File: config.mk
export PLATFORM = sky130hd
export DESIGN_NAME = msf_top
export DESIGN_NICKNAME = d
export VERILOG_FILES = /design/src/common/msf_pkg.sv /design/src/common/msf_if.sv /design/src/logic/msf_top.sv /design/src/logic/msf_store.sv
export VERILOG_INCLUDE_DIRS = /design/src /design/src/common
export SDC_FILE = /design/constraint.sdc
export NUM_CORES = 2
export LEC_CHECK = 0
export ABC_AREA = 0
export BUFFER_PORTS_ARGS = -buffer_cell sky130_fd_sc_hd__buf_2
export CAP_MARGIN = 20
export CORE_ASPECT_RATIO = 1.4
export CORE_UTILIZATION = 60
export CTS_CLUSTER_DIAMETER = 80
export DETAILED_ROUTE_END_ITERATION = 10
export PLACE_DENSITY = 0.86
export SETUP_SLACK_MARGIN = 0.1
export SYNTH_ARGS = -nofsm -noshare
export SYNTH_HDL_FRONTEND = slang
export SYNTH_SLANG_ARGS = --single-unit
File: constraint.sdc
create_clock -name ref_clk -period 9.4 [get_ports ref_clk]
set_clock_uncertainty 0.2 [all_clocks]
set_input_delay 1.88 -clock ref_clk [delete_from_list [all_inputs] [get_ports ref_clk]]
set_output_delay 1.88 -clock ref_clk [all_outputs]
set_load 0.005 [all_outputs]
File: src/common/msf_cfg.svh
`ifndef MSF_CFG_SVH
`define MSF_CFG_SVH

// ----------------------------------------
// Queue geometry
// ----------------------------------------
`define MSF_DEPTH       32
`define MSF_ENTRY_W     48

// ----------------------------------------
// Register offsets
// ----------------------------------------
`define MSF_OFF_CHAN    8'h60
`define MSF_OFF_RATIO   8'h61
`define MSF_OFF_MASK    8'h62
`define MSF_OFF_OPERATION_CONTROL    8'h64
`define MSF_OFF_PTR     8'h65
`define MSF_OFF_POP     8'h66
`define MSF_OFF_HOLD1   8'h67
`define MSF_OFF_HOLD2   8'h68
`define MSF_OFF_STAT    8'h80

// ----------------------------------------
// Field positions
// ----------------------------------------
`define MSF_OPERATION_CONTROL_DLY    0
`define MSF_OPERATION_CONTROL_MODE   4
`define MSF_OPERATION_CONTROL_THR    6
`define MSF_OPERATION_CONTROL_SELT   11
`define MSF_CHAN_RAW    3
`define MSF_CHAN_IIR    4
`define MSF_STAT_DONE   0
`define MSF_STAT_THR    1
`define MSF_STAT_EMPTY  2
`define MSF_STAT_FULL   3

// ----------------------------------------
// Reset values and substitution codes
// ----------------------------------------
`define MSF_RST_OPERATION_CONTROL    16'h0000
`define MSF_RST_CHAN    16'h0000
`define MSF_RST_RATIO   16'h0111
`define MSF_RST_MASK    16'h0000
`define MSF_ERR_BRIDGE  24'h800001
`define MSF_ERR_OVFL    24'h7FFFFF
`define MSF_ERR_UDFL    24'h800000

`endif

File: src/common/msf_pkg.sv
package msf_pkg;

  typedef logic [23:0] msf_word_t;

  typedef enum logic [1:0]
  {
    MSF_Q_OFF  = 2'b00,
    MSF_Q_STOP = 2'b01,
    MSF_Q_OVWR = 2'b10
  } msf_qmode_t;

endpackage

File: src/common/msf_if.sv
`timescale 1ns/1ps

interface msf_if #(
  parameter int AW = 5,
  parameter int DW = 48
);
  logic          wr_en;
  logic [AW-1:0] wr_addr;
  logic [DW-1:0] wr_data;
  logic [AW-1:0] rd_addr;
  logic [DW-1:0] rd_data;

  modport ctl (output wr_en, output wr_addr, output wr_data, output rd_addr, input rd_data);
  modport mem (input wr_en, input wr_addr, input wr_data, input rd_addr, output rd_data);
endinterface

File: src/logic/msf_top.sv
// The implementer's own choice: the address-and-strobe port.
`timescale 1ns/1ps
`include "msf_cfg.svh"

// What this block does
// - Queue mode 00 off, 01 stop when full, 10 or 11 overwrite oldest.
// - Enabled queue holds up to 32 entries of temperature plus pressure.
// - Temperature select 0 stores first temperature channel, else the second.
// - With all three channels disabled nothing is written; queue stays empty.
// - Disabled channel slots reuse that channel's latest valid earlier result.
// - Raw mode stores 24-bit converter word, error code unless diagnostic masked.
// - Compensated mode stores 22 bits plus two zero bits, or full filtered 24.
// - Compensated values are replaced by diagnostic codes when unmasked.
// - Queue off holds both pointers at zero and suppresses error codes.
// - Stop-when-full mode drops new results once all entries are occupied.
// - Overwrite mode advances both pointers when full and a new entry arrives.
// - Five-bit threshold, 0 disables, 1 to 31 samples trigger the event.
// - Threshold event when write pointer leads read pointer by threshold count.
// - Empty and full flags change only at conversion completion.
// - Storage continues past threshold until the queue is full.
// - Sample-read returns entry at read pointer and increments it at once.
// - A full queue gives 32 reads in stop mode, 31 in overwrite mode.
// - Channel, ratio and mask writes are refused while automatic mode runs.
// - Automatic mode runs whenever the four-bit delay field is nonzero.
// - Each channel converts every N cycles; stale temperature completes the pair.
// - Compensation starts after every automatic cycle with a conversion.
// - Empty, full and threshold are separate status flags beside done.
module msf_top #(
  parameter int DEPTH = `MSF_DEPTH
)(
  input  wire logic                    ref_clk,
  input  wire logic                    rstn,
  input  wire logic [7:0]              reg_addr,
  input  wire logic [15:0]             reg_wdata,
  input  wire logic                    reg_wr,
  input  wire logic                    reg_rd,
  output logic      [15:0]             reg_rdata,
  input  wire logic                    cycle_tick,
  input  wire logic                    conv_done,
  input  wire logic [2:0]              res_valid,
  input  wire msf_pkg::msf_word_t [2:0] res_raw,
  input  wire msf_pkg::msf_word_t [2:0] res_cmp,
  input  wire logic [2:0][2:0]         res_err,
  output logic      [2:0]              conv_req,
  output logic                         comp_start
);

  localparam int PW = $clog2(DEPTH);
  localparam logic [PW:0] CAP_STOP = (PW+1)'(DEPTH);
  localparam logic [PW:0] CAP_OVWR = (PW+1)'(DEPTH - 1);

  typedef struct packed
  {
    logic [15:0]                operation_control;
    logic [15:0]                chan;
    logic [15:0]                ratio;
    logic [15:0]                mask;
    logic [PW-1:0]              rd_ptr;
    logic [PW-1:0]              wr_ptr;
    logic [PW:0]                cnt;
    logic [2:0][3:0]            rcnt;
    msf_pkg::msf_word_t [2:0]   last;
    logic [47:0]                hold;
    logic [15:0]                rdata;
    logic                       f_done;
    logic                       f_thr;
    logic                       f_empty;
    logic                       f_full;
    logic [2:0]                 req;
    logic                       comp;
  } msf_state_t;

  localparam msf_state_t RST = '{
    operation_control    : `MSF_RST_OPERATION_CONTROL,
    chan    : `MSF_RST_CHAN,
    ratio   : `MSF_RST_RATIO,
    mask    : `MSF_RST_MASK,
    f_empty : 1'b1,
    default : '0
  };

  msf_state_t                s;
  msf_state_t                next_s;
  msf_pkg::msf_qmode_t       qmode;
  logic                      q_on;
  logic                      q_stop;
  logic                      q_ovwr;
  logic                      auto_on;
  logic [2:0]                ch_off;
  logic [4:0]                thr;
  logic [2:0]                ch_fresh;
  msf_pkg::msf_word_t [2:0]  ch_word;
  msf_pkg::msf_word_t [2:0]  ch_next;
  msf_pkg::msf_word_t        t_sel;
  logic                      any_conv;
  logic                      pop;
  logic                      pop_ok;
  logic                      wr_ok;
  logic                      over;
  logic [47:0]               pop_word;

  msf_if #(.AW(PW), .DW(`MSF_ENTRY_W)) mif ();

  msf_store #(.DEPTH(DEPTH), .DW(`MSF_ENTRY_W)) u_store
  (
    .ref_clk (ref_clk),
    .rstn    (rstn),
    .port    (mif.mem)
  );

  // ----------------------------------------
  // Mode decode
  // ----------------------------------------
  function automatic msf_pkg::msf_qmode_t decode_mode(input logic [1:0] m);
    msf_pkg::msf_qmode_t r;
    unique case (m)
      2'b00:        r = msf_pkg::MSF_Q_OFF;
      2'b01:        r = msf_pkg::MSF_Q_STOP;
      2'b10, 2'b11: r = msf_pkg::MSF_Q_OVWR;
    endcase
    return r;
  endfunction

  assign qmode   = decode_mode(s.operation_control[`MSF_OPERATION_CONTROL_MODE +: 2]);
  assign q_on    = (qmode != msf_pkg::MSF_Q_OFF);
  assign q_stop  = (qmode == msf_pkg::MSF_Q_STOP);
  assign q_ovwr  = (qmode == msf_pkg::MSF_Q_OVWR);
  assign auto_on = (s.operation_control[`MSF_OPERATION_CONTROL_DLY +: 4] != 4'h0);
  assign thr     = s.operation_control[`MSF_OPERATION_CONTROL_THR +: 5];
  assign ch_off  = s.chan[2:0];

  // ----------------------------------------
  // Per-channel sample formatting
  // ----------------------------------------
  for (genvar c = 0; c < 3; c++)
  begin : g_ch
    logic [2:0]         hit;
    msf_pkg::msf_word_t base;
    msf_pkg::msf_word_t code;
    // Bits: bridge, overflow, underflow; a set mask bit hides one
    assign hit  = res_err[c] & ~s.mask[3*c +: 3];
    assign base = s.chan[`MSF_CHAN_RAW] ? res_raw[c] :
                  (s.chan[`MSF_CHAN_IIR] ? res_cmp[c] :
                   {res_cmp[c][23:2], 2'b00});
    assign code = hit[0] ? `MSF_ERR_BRIDGE :
                  (hit[1] ? `MSF_ERR_OVFL : `MSF_ERR_UDFL);
    // Codes only while the queue is on
    assign ch_word[c]  = (q_on && (|hit)) ? code : base;
    assign ch_fresh[c] = res_valid[c] && !ch_off[c];
    assign ch_next[c]  = ch_fresh[c] ? ch_word[c] : s.last[c];
  end

  assign t_sel    = s.operation_control[`MSF_OPERATION_CONTROL_SELT] ? ch_next[2] : ch_next[1];
  // All channels off leaves ch_fresh empty, so nothing is stored
  assign any_conv = conv_done && (|ch_fresh);

  // ----------------------------------------
  // Queue pointer control
  // ----------------------------------------
  assign pop    = reg_rd && (reg_addr == `MSF_OFF_POP);
  assign pop_ok = q_on && pop && (s.cnt != '0);
  // Threshold never gates the write; only the capacity does
  assign wr_ok  = q_on && any_conv && !(q_stop && s.cnt >= CAP_STOP);
  // One slot is sacrificed so the two pointers never meet
  assign over   = wr_ok && q_ovwr && (s.cnt >= CAP_OVWR) && !pop_ok;

  assign mif.wr_en   = wr_ok;
  assign mif.wr_addr = s.wr_ptr;
  assign mif.wr_data = {t_sel, ch_next[0]};
  assign mif.rd_addr = s.rd_ptr;

  // Off mode answers with the latest pair, free of error codes
  assign pop_word = !q_on ? {s.operation_control[`MSF_OPERATION_CONTROL_SELT] ? s.last[2] : s.last[1], s.last[0]} :
                    ((s.cnt != '0) ? mif.rd_data : 48'h000000000000);

  // ----------------------------------------
  // Next state
  // ----------------------------------------
  always_comb
  begin
    next_s       = s;
    next_s.req   = 3'h0;
    next_s.comp  = 1'b0;
    next_s.rdata = 16'h0000;

    if (reg_wr)
    begin
      case (reg_addr)
        `MSF_OFF_OPERATION_CONTROL:
        begin
          next_s.operation_control = reg_wdata;
        end
        `MSF_OFF_CHAN:
        begin
          if (!auto_on)
          begin
            next_s.chan = reg_wdata;
          end
        end
        `MSF_OFF_RATIO:
        begin
          if (!auto_on)
          begin
            next_s.ratio = reg_wdata;
          end
        end
        `MSF_OFF_MASK:
        begin
          if (!auto_on)
          begin
            next_s.mask = reg_wdata;
          end
        end
        `MSF_OFF_STAT:
        begin
          // Write one to clear; a same-cycle event sets it again below
          if (reg_wdata[`MSF_STAT_DONE])
          begin
            next_s.f_done = 1'b0;
          end
          if (reg_wdata[`MSF_STAT_THR])
          begin
            next_s.f_thr = 1'b0;
          end
        end
        default:
        begin
        end
      endcase
    end

    // Ratio counters: a channel converts on the tick where its count is 0
    for (int c = 0; c < 3; c++)
    begin
      if (!auto_on)
      begin
        next_s.rcnt[c] = 4'h0;
      end
      else if (cycle_tick)
      begin
        next_s.req[c] = !ch_off[c] && (s.rcnt[c] == 4'h0);
        if (s.ratio[4*c +: 4] <= 4'h1 || s.rcnt[c] >= s.ratio[4*c +: 4] - 4'h1)
        begin
          next_s.rcnt[c] = 4'h0;
        end
        else
        begin
          next_s.rcnt[c] = s.rcnt[c] + 4'h1;
        end
      end
    end

    if (conv_done)
    begin
      next_s.last = ch_next;
    end
    next_s.comp = any_conv && auto_on;

    if (!q_on)
    begin
      next_s.rd_ptr = '0;
      next_s.wr_ptr = '0;
      next_s.cnt    = '0;
    end
    else
    begin
      if (wr_ok)
      begin
        next_s.wr_ptr = s.wr_ptr + PW'(1);
      end
      if (pop_ok || over)
      begin
        next_s.rd_ptr = s.rd_ptr + PW'(1);
      end
      next_s.cnt = s.cnt + (PW+1)'(wr_ok && !over) - (PW+1)'(pop_ok);
    end

    if (conv_done)
    begin
      next_s.f_done  = 1'b1;
      next_s.f_empty = (next_s.cnt == '0);
      next_s.f_full  = q_on && (next_s.cnt == (q_ovwr ? CAP_OVWR : CAP_STOP));
      if (thr != 5'h00 && next_s.cnt >= (PW+1)'(thr))
      begin
        next_s.f_thr = 1'b1;
      end
    end

    if (reg_rd)
    begin
      case (reg_addr)
        `MSF_OFF_OPERATION_CONTROL:  next_s.rdata = s.operation_control;
        `MSF_OFF_CHAN:  next_s.rdata = s.chan;
        `MSF_OFF_RATIO: next_s.rdata = s.ratio;
        `MSF_OFF_MASK:  next_s.rdata = s.mask;
        `MSF_OFF_PTR:   next_s.rdata = 16'({s.wr_ptr, s.rd_ptr});
        `MSF_OFF_POP:
        begin
          next_s.hold  = pop_word;
          next_s.rdata = pop_word[47:32];
        end
        `MSF_OFF_HOLD1: next_s.rdata = s.hold[31:16];
        `MSF_OFF_HOLD2: next_s.rdata = s.hold[15:0];
        `MSF_OFF_STAT:  next_s.rdata = {12'h000, s.f_full, s.f_empty, s.f_thr, s.f_done};
        default:        next_s.rdata = 16'h0000;
      endcase
    end
  end

  always_ff @(posedge ref_clk)
  begin
    if (!rstn)
    begin
      s <= RST;
    end
    else
    begin
      s <= next_s;
    end
  end

  assign reg_rdata  = s.rdata;
  assign conv_req   = s.req;
  assign comp_start = s.comp;
endmodule

File: src/logic/msf_store.sv
`timescale 1ns/1ps
`include "msf_cfg.svh"

module msf_store #(
  parameter int DEPTH = `MSF_DEPTH,
  parameter int DW    = `MSF_ENTRY_W
)(
  input wire logic ref_clk,
  input wire logic rstn,
  msf_if.mem       port
);

  typedef struct packed
  {
    logic [DEPTH-1:0][DW-1:0] mem;
  } msf_store_t;

  msf_store_t s;
  msf_store_t next_s;

  always_comb
  begin
    next_s = s;
    if (port.wr_en)
    begin
      next_s.mem[port.wr_addr] = port.wr_data;
    end
  end

  always_ff @(posedge ref_clk)
  begin
    if (!rstn)
    begin
      s <= '0;
    end
    else
    begin
      s <= next_s;
    end
  end

  // Asynchronous read keeps the pop answer within one cycle
  assign port.rd_data = s.mem[port.rd_addr];

endmodule

==> results.ini <==
[sta]
fin_crit_ns = 5.56
rsz0062_at_grt = false
max_freq_mhz = 180
tns_ns = 0
period_share_pct = 59.1
max-slew-margin-rel_pct = 9.81
finalSetupViolations = 0
drv_slew = 0
finalHoldViolCount = 0
worstMarginPinSlew_ns = 1.35
fin_ws_ns = 3.84

[cts]
clock_path_buffers = 3
cts_resized = 0
postCtsSetupRepairBufs = 0
cts_tree = done
path_clk_slew_ns = 0.06
cts_buffers = 160
htreeDepth = 4
cts_root_buf = clkbuf_16
cts_hold_buf = 0
clk_latency_ns = 0.82
cts_sinks = 1756

[floorplan]
ios = 206
rows = 156
start_util_pct = 60.5
fp.coreArea_um2 = 129000
die-height_um = 429
die_w_um = 307
die_area_um2 = 132000

[setup_path]
worstSetupEndpointType = flip-flop
r2r_slack_ns = 4.58
r2r-end = u_store.s[471]$_SDFFE_PN0P_
cp_cell_sequence = buf_2 -> buf_4 -> o31ai_4 -> nor2_4 -> buf_4 -> and3_2 -> buf_4 -> o21ai_0 -> a21oi_1
crit_end = u_store.s[471]$_SDFFE_PN0P_
cp.depth = 9
startpoint = conv_done
rr_startpoint = ch_off[1]$_SDFFE_PN0P_
cp_common_cell = buf_4
reg2regPathDepth = 9
worstPathMaxFanout = 40
critical_path_buf_inv_count = 4
critPathMaxStageDelay_ns = 1.10
crit_required_ns = 9.94
slowest_stage = and3_2
critPathLaunchType = input pin
cp_top_family = simple AND/OR/NAND/NOR gates
critical_path_class = in2reg
worstPathArrival_ns = 6.10

[global_routing]
antenna_found_initial = 8
grt_overflow = 0
grt_pass1_wl_um = 380000
grt_start_max_net_pins = 266
grt_usage_pct = 37.4
grt_pass1_vias = 66190

[flow_run]
drv_cap = 0

[synthesis]
syn-cell-area_um2 = 78100
async_flop_share_pct = 0
synth_seq_area_share_pct = 45.0
synth_cell_types = 93
ys_seq_elements = 1756
synth_edf_count = 0
synthCells = 8471
ys.flop_type = dfxtp_1
yosysWarnings = 0
syn_area_per_cell_um2 = 9.22
syn_nets = 8702

[power_and_ir_drop]
peakVddDrop_mv = 0.163
p_leak_uw = 0.0288
power_density_nw_per_um2 = 178
power_uw = 14900

[route]
vias_per_cell = 6.80
avgRoutedWirePerCell_um = 25.5
drt-initial-drc-count = 9754
wl_um = 254000
antenna_left = 0
dr_total_vias = 67660
drc = 0
first_pass_iters = 10

[layout]
regArea_um2 = 35200
nNetsFinal = 8308
fin_area_um2 = 84100
layout-drive-gt1-share_pct = 14.2
fillers = 9506
synthToLayoutAreaGrowth_pct = 7.71
multiInputGateArea_um2 = 38500

[run_status]
outcome = complete, no violations

[place]
gp_congestion = 1.02
dp_hpwl_um = 146000
portBuffers = 205
dpl_cell_area_um2 = 78300
preCtsSetupSlack_ns = 3.29

[min_path]
hp-class = reg2reg

## placed cells by master (no fill, tap or decap), drive strengths merged, types with 13 or more instances in the layout
cell,instances
inv,34
mux2,60
nor2,99
a211oi,30
o32a,22
nor3,25
clkinv,30
a21oi,886
mux2i,158
a22o,60
nand2b,20
o211a,33
o21ai,920
o221ai,44
nand3,147
mux4,358
a21boi,751
a22oi,42
nor2b,40
bufinv,15
dfxtp,1756
o22ai,32
a21o,13
a221oi,59
nand2,1709
and3,43
clkbuf,250
o21a,22
buf,364
ha,44
## flip-flops by register name, summed over array words and instances (netlist names)
| register | flops |
|---|---|
| u_store.s | 1536 |
| s | 187 |
| reg_rdata | 16 |
| mif.rd_addr | 5 |
| mif.wr_addr | 5 |
| ch_off | 3 |
| conv_req | 3 |
| comp_start | 1 |
## layout make-up
cell class                      instances  share of cell area [%]
Antenna cell                            6                  0.0179
Inverter                               31                   0.138
Timing Repair Buffer                  371                    3.06
Sequential cell                      1756                    41.8
Clock buffer                          243                    5.64
Clock inverter                         51                   0.882
Multi-Input combinational cell       5757                    45.8
Tap cell                             1738                    2.59
## report_power, final
part / switching [uW] / internal [uW] / total (uW) / leakage [uW]
registers: 16.8 / 7460 / 7470 / 0.0142
clock network: 2950 / 3910 / 6870 / 0.00269
logic: 427 / 179 / 606 / 0.0120
total: 3400 / 11600 / 14900 / 0.0288
## routing by layer
| metal | wire (um) | global-route usage (%) | up-vias | share of wire (%) |
|---|---|---|---|---|
| met4 | 23000 | 31.4 | 4 | 9.1 |
| li1 | - | - | 29130 | - |
| met1 | 85800 | 43.2 | 32444 | 34 |
| met2 | 116000 | 59.2 | 4791 | 46 |
| met3 | 28500 | 8.25 | 1291 | 11 |
| met5 | 24 | 0 | - | 0.0095 |
## worst min-delay path by stage
| stage | from | end | cells after the start | slack [ns] |
|---|---|---|---|---|
| floorplan | u_store.s[487]$_SDFFE_PN0P_ | u_store.s[487]$_SDFFE_PN0P_ | 2 | 0.23 |
| global placement | u_store.s[1023]$_SDFFE_PN0P_ | u_store.s[1023]$_SDFFE_PN0P_ | 2 | 0.23 |
| detailed placement | u_store.s[488]$_SDFFE_PN0P_ | u_store.s[488]$_SDFFE_PN0P_ | 2 | 0.24 |
| CTS | u_store.s[496]$_SDFFE_PN0P_ | u_store.s[496]$_SDFFE_PN0P_ | 2 | 0.25 |
| global route | s[218]$_SDFFE_PN0P_ | s[218]$_SDFFE_PN0P_ | 2 | 0.26 |
| finish | u_store.s[496]$_SDFFE_PN0P_ | u_store.s[496]$_SDFFE_PN0P_ | 2 | 0.25 |
## cells by family (layout without fill, tap and decap cells)
group	Yosys count	in the layout	synth area share (%)
AO/OA/AOI/OAI	2980	2980	23.4
XOR/XNOR	22	22	0.247
adder cells (fa/ha/maj)	45	45	0.731
buffers and inverters	958	696	5.76
flip-flops	1756	1756	45.0
multiplexers	576	576	13.2
other	0	6	0
AND/OR/NAND/NOR	2134	2134	11.6
## metrics by stage
| stage | hold WS [ns] | utilization [%] | cells |
|---|---|---|---|
| 6_report | 0.252 | 65.2 | 9953 |
| 5_1_grt | 0.264 | 65.2 | 9947 |
| 4_1_cts | 0.251 | 64.9 | 9927 |
| 3_5_place_dp | 0.241 | 60.7 | 9633 |
| 3_3_place_gp | 0.234 | 60.6 | 9629 |
| 2_1_floorplan | 0.228 | - | 8471 |
## synth_stat cells, types with 32 or more instances
| cell type | n | area share (%) |
|---|---|---|
| nor2b_1 | 39 | 0.31 |
| nand3_1 | 115 | 0.74 |
| o221ai_1 | 44 | 0.49 |
| ha_1 | 44 | 0.71 |
| o21ai_0 | 888 | 5.7 |
| o211a_1 | 33 | 0.42 |
| o21ai_1 | 32 | 0.21 |
| buf_2 | 301 | 1.9 |
| a22o_1 | 60 | 0.67 |
| clkbuf_1 | 485 | 2.3 |
| a21oi_1 | 886 | 5.7 |
| nand2_1 | 1699 | 8.2 |
| a21boi_1 | 299 | 2.9 |
| mux2_2 | 60 | 0.87 |
| nor2_1 | 96 | 0.46 |
| o22ai_1 | 32 | 0.26 |
| dfxtp_1 | 1756 | 45 |
| mux4_2 | 358 | 10 |
| a22oi_1 | 42 | 0.40 |
| buf_4 | 72 | 0.69 |
| mux2i_1 | 158 | 2.0 |
| buf_1 | 34 | 0.16 |
| a21boi_0 | 442 | 4.3 |
| and3_1 | 43 | 0.34 |
| a221oi_1 | 59 | 0.66 |
## worst register-to-register path: stages, from the launching register on
cell and delay, ns:
dfxtp_1 0.44, nor2b_2 0.16, buf_4 0.35, o31ai_4 0.20, nor2_4 0.73, buf_4 0.52
and3_2 1.11, buf_4 0.55, o21ai_0 0.21, a21oi_1 0.26
Power figures use the tool's default switching activity.
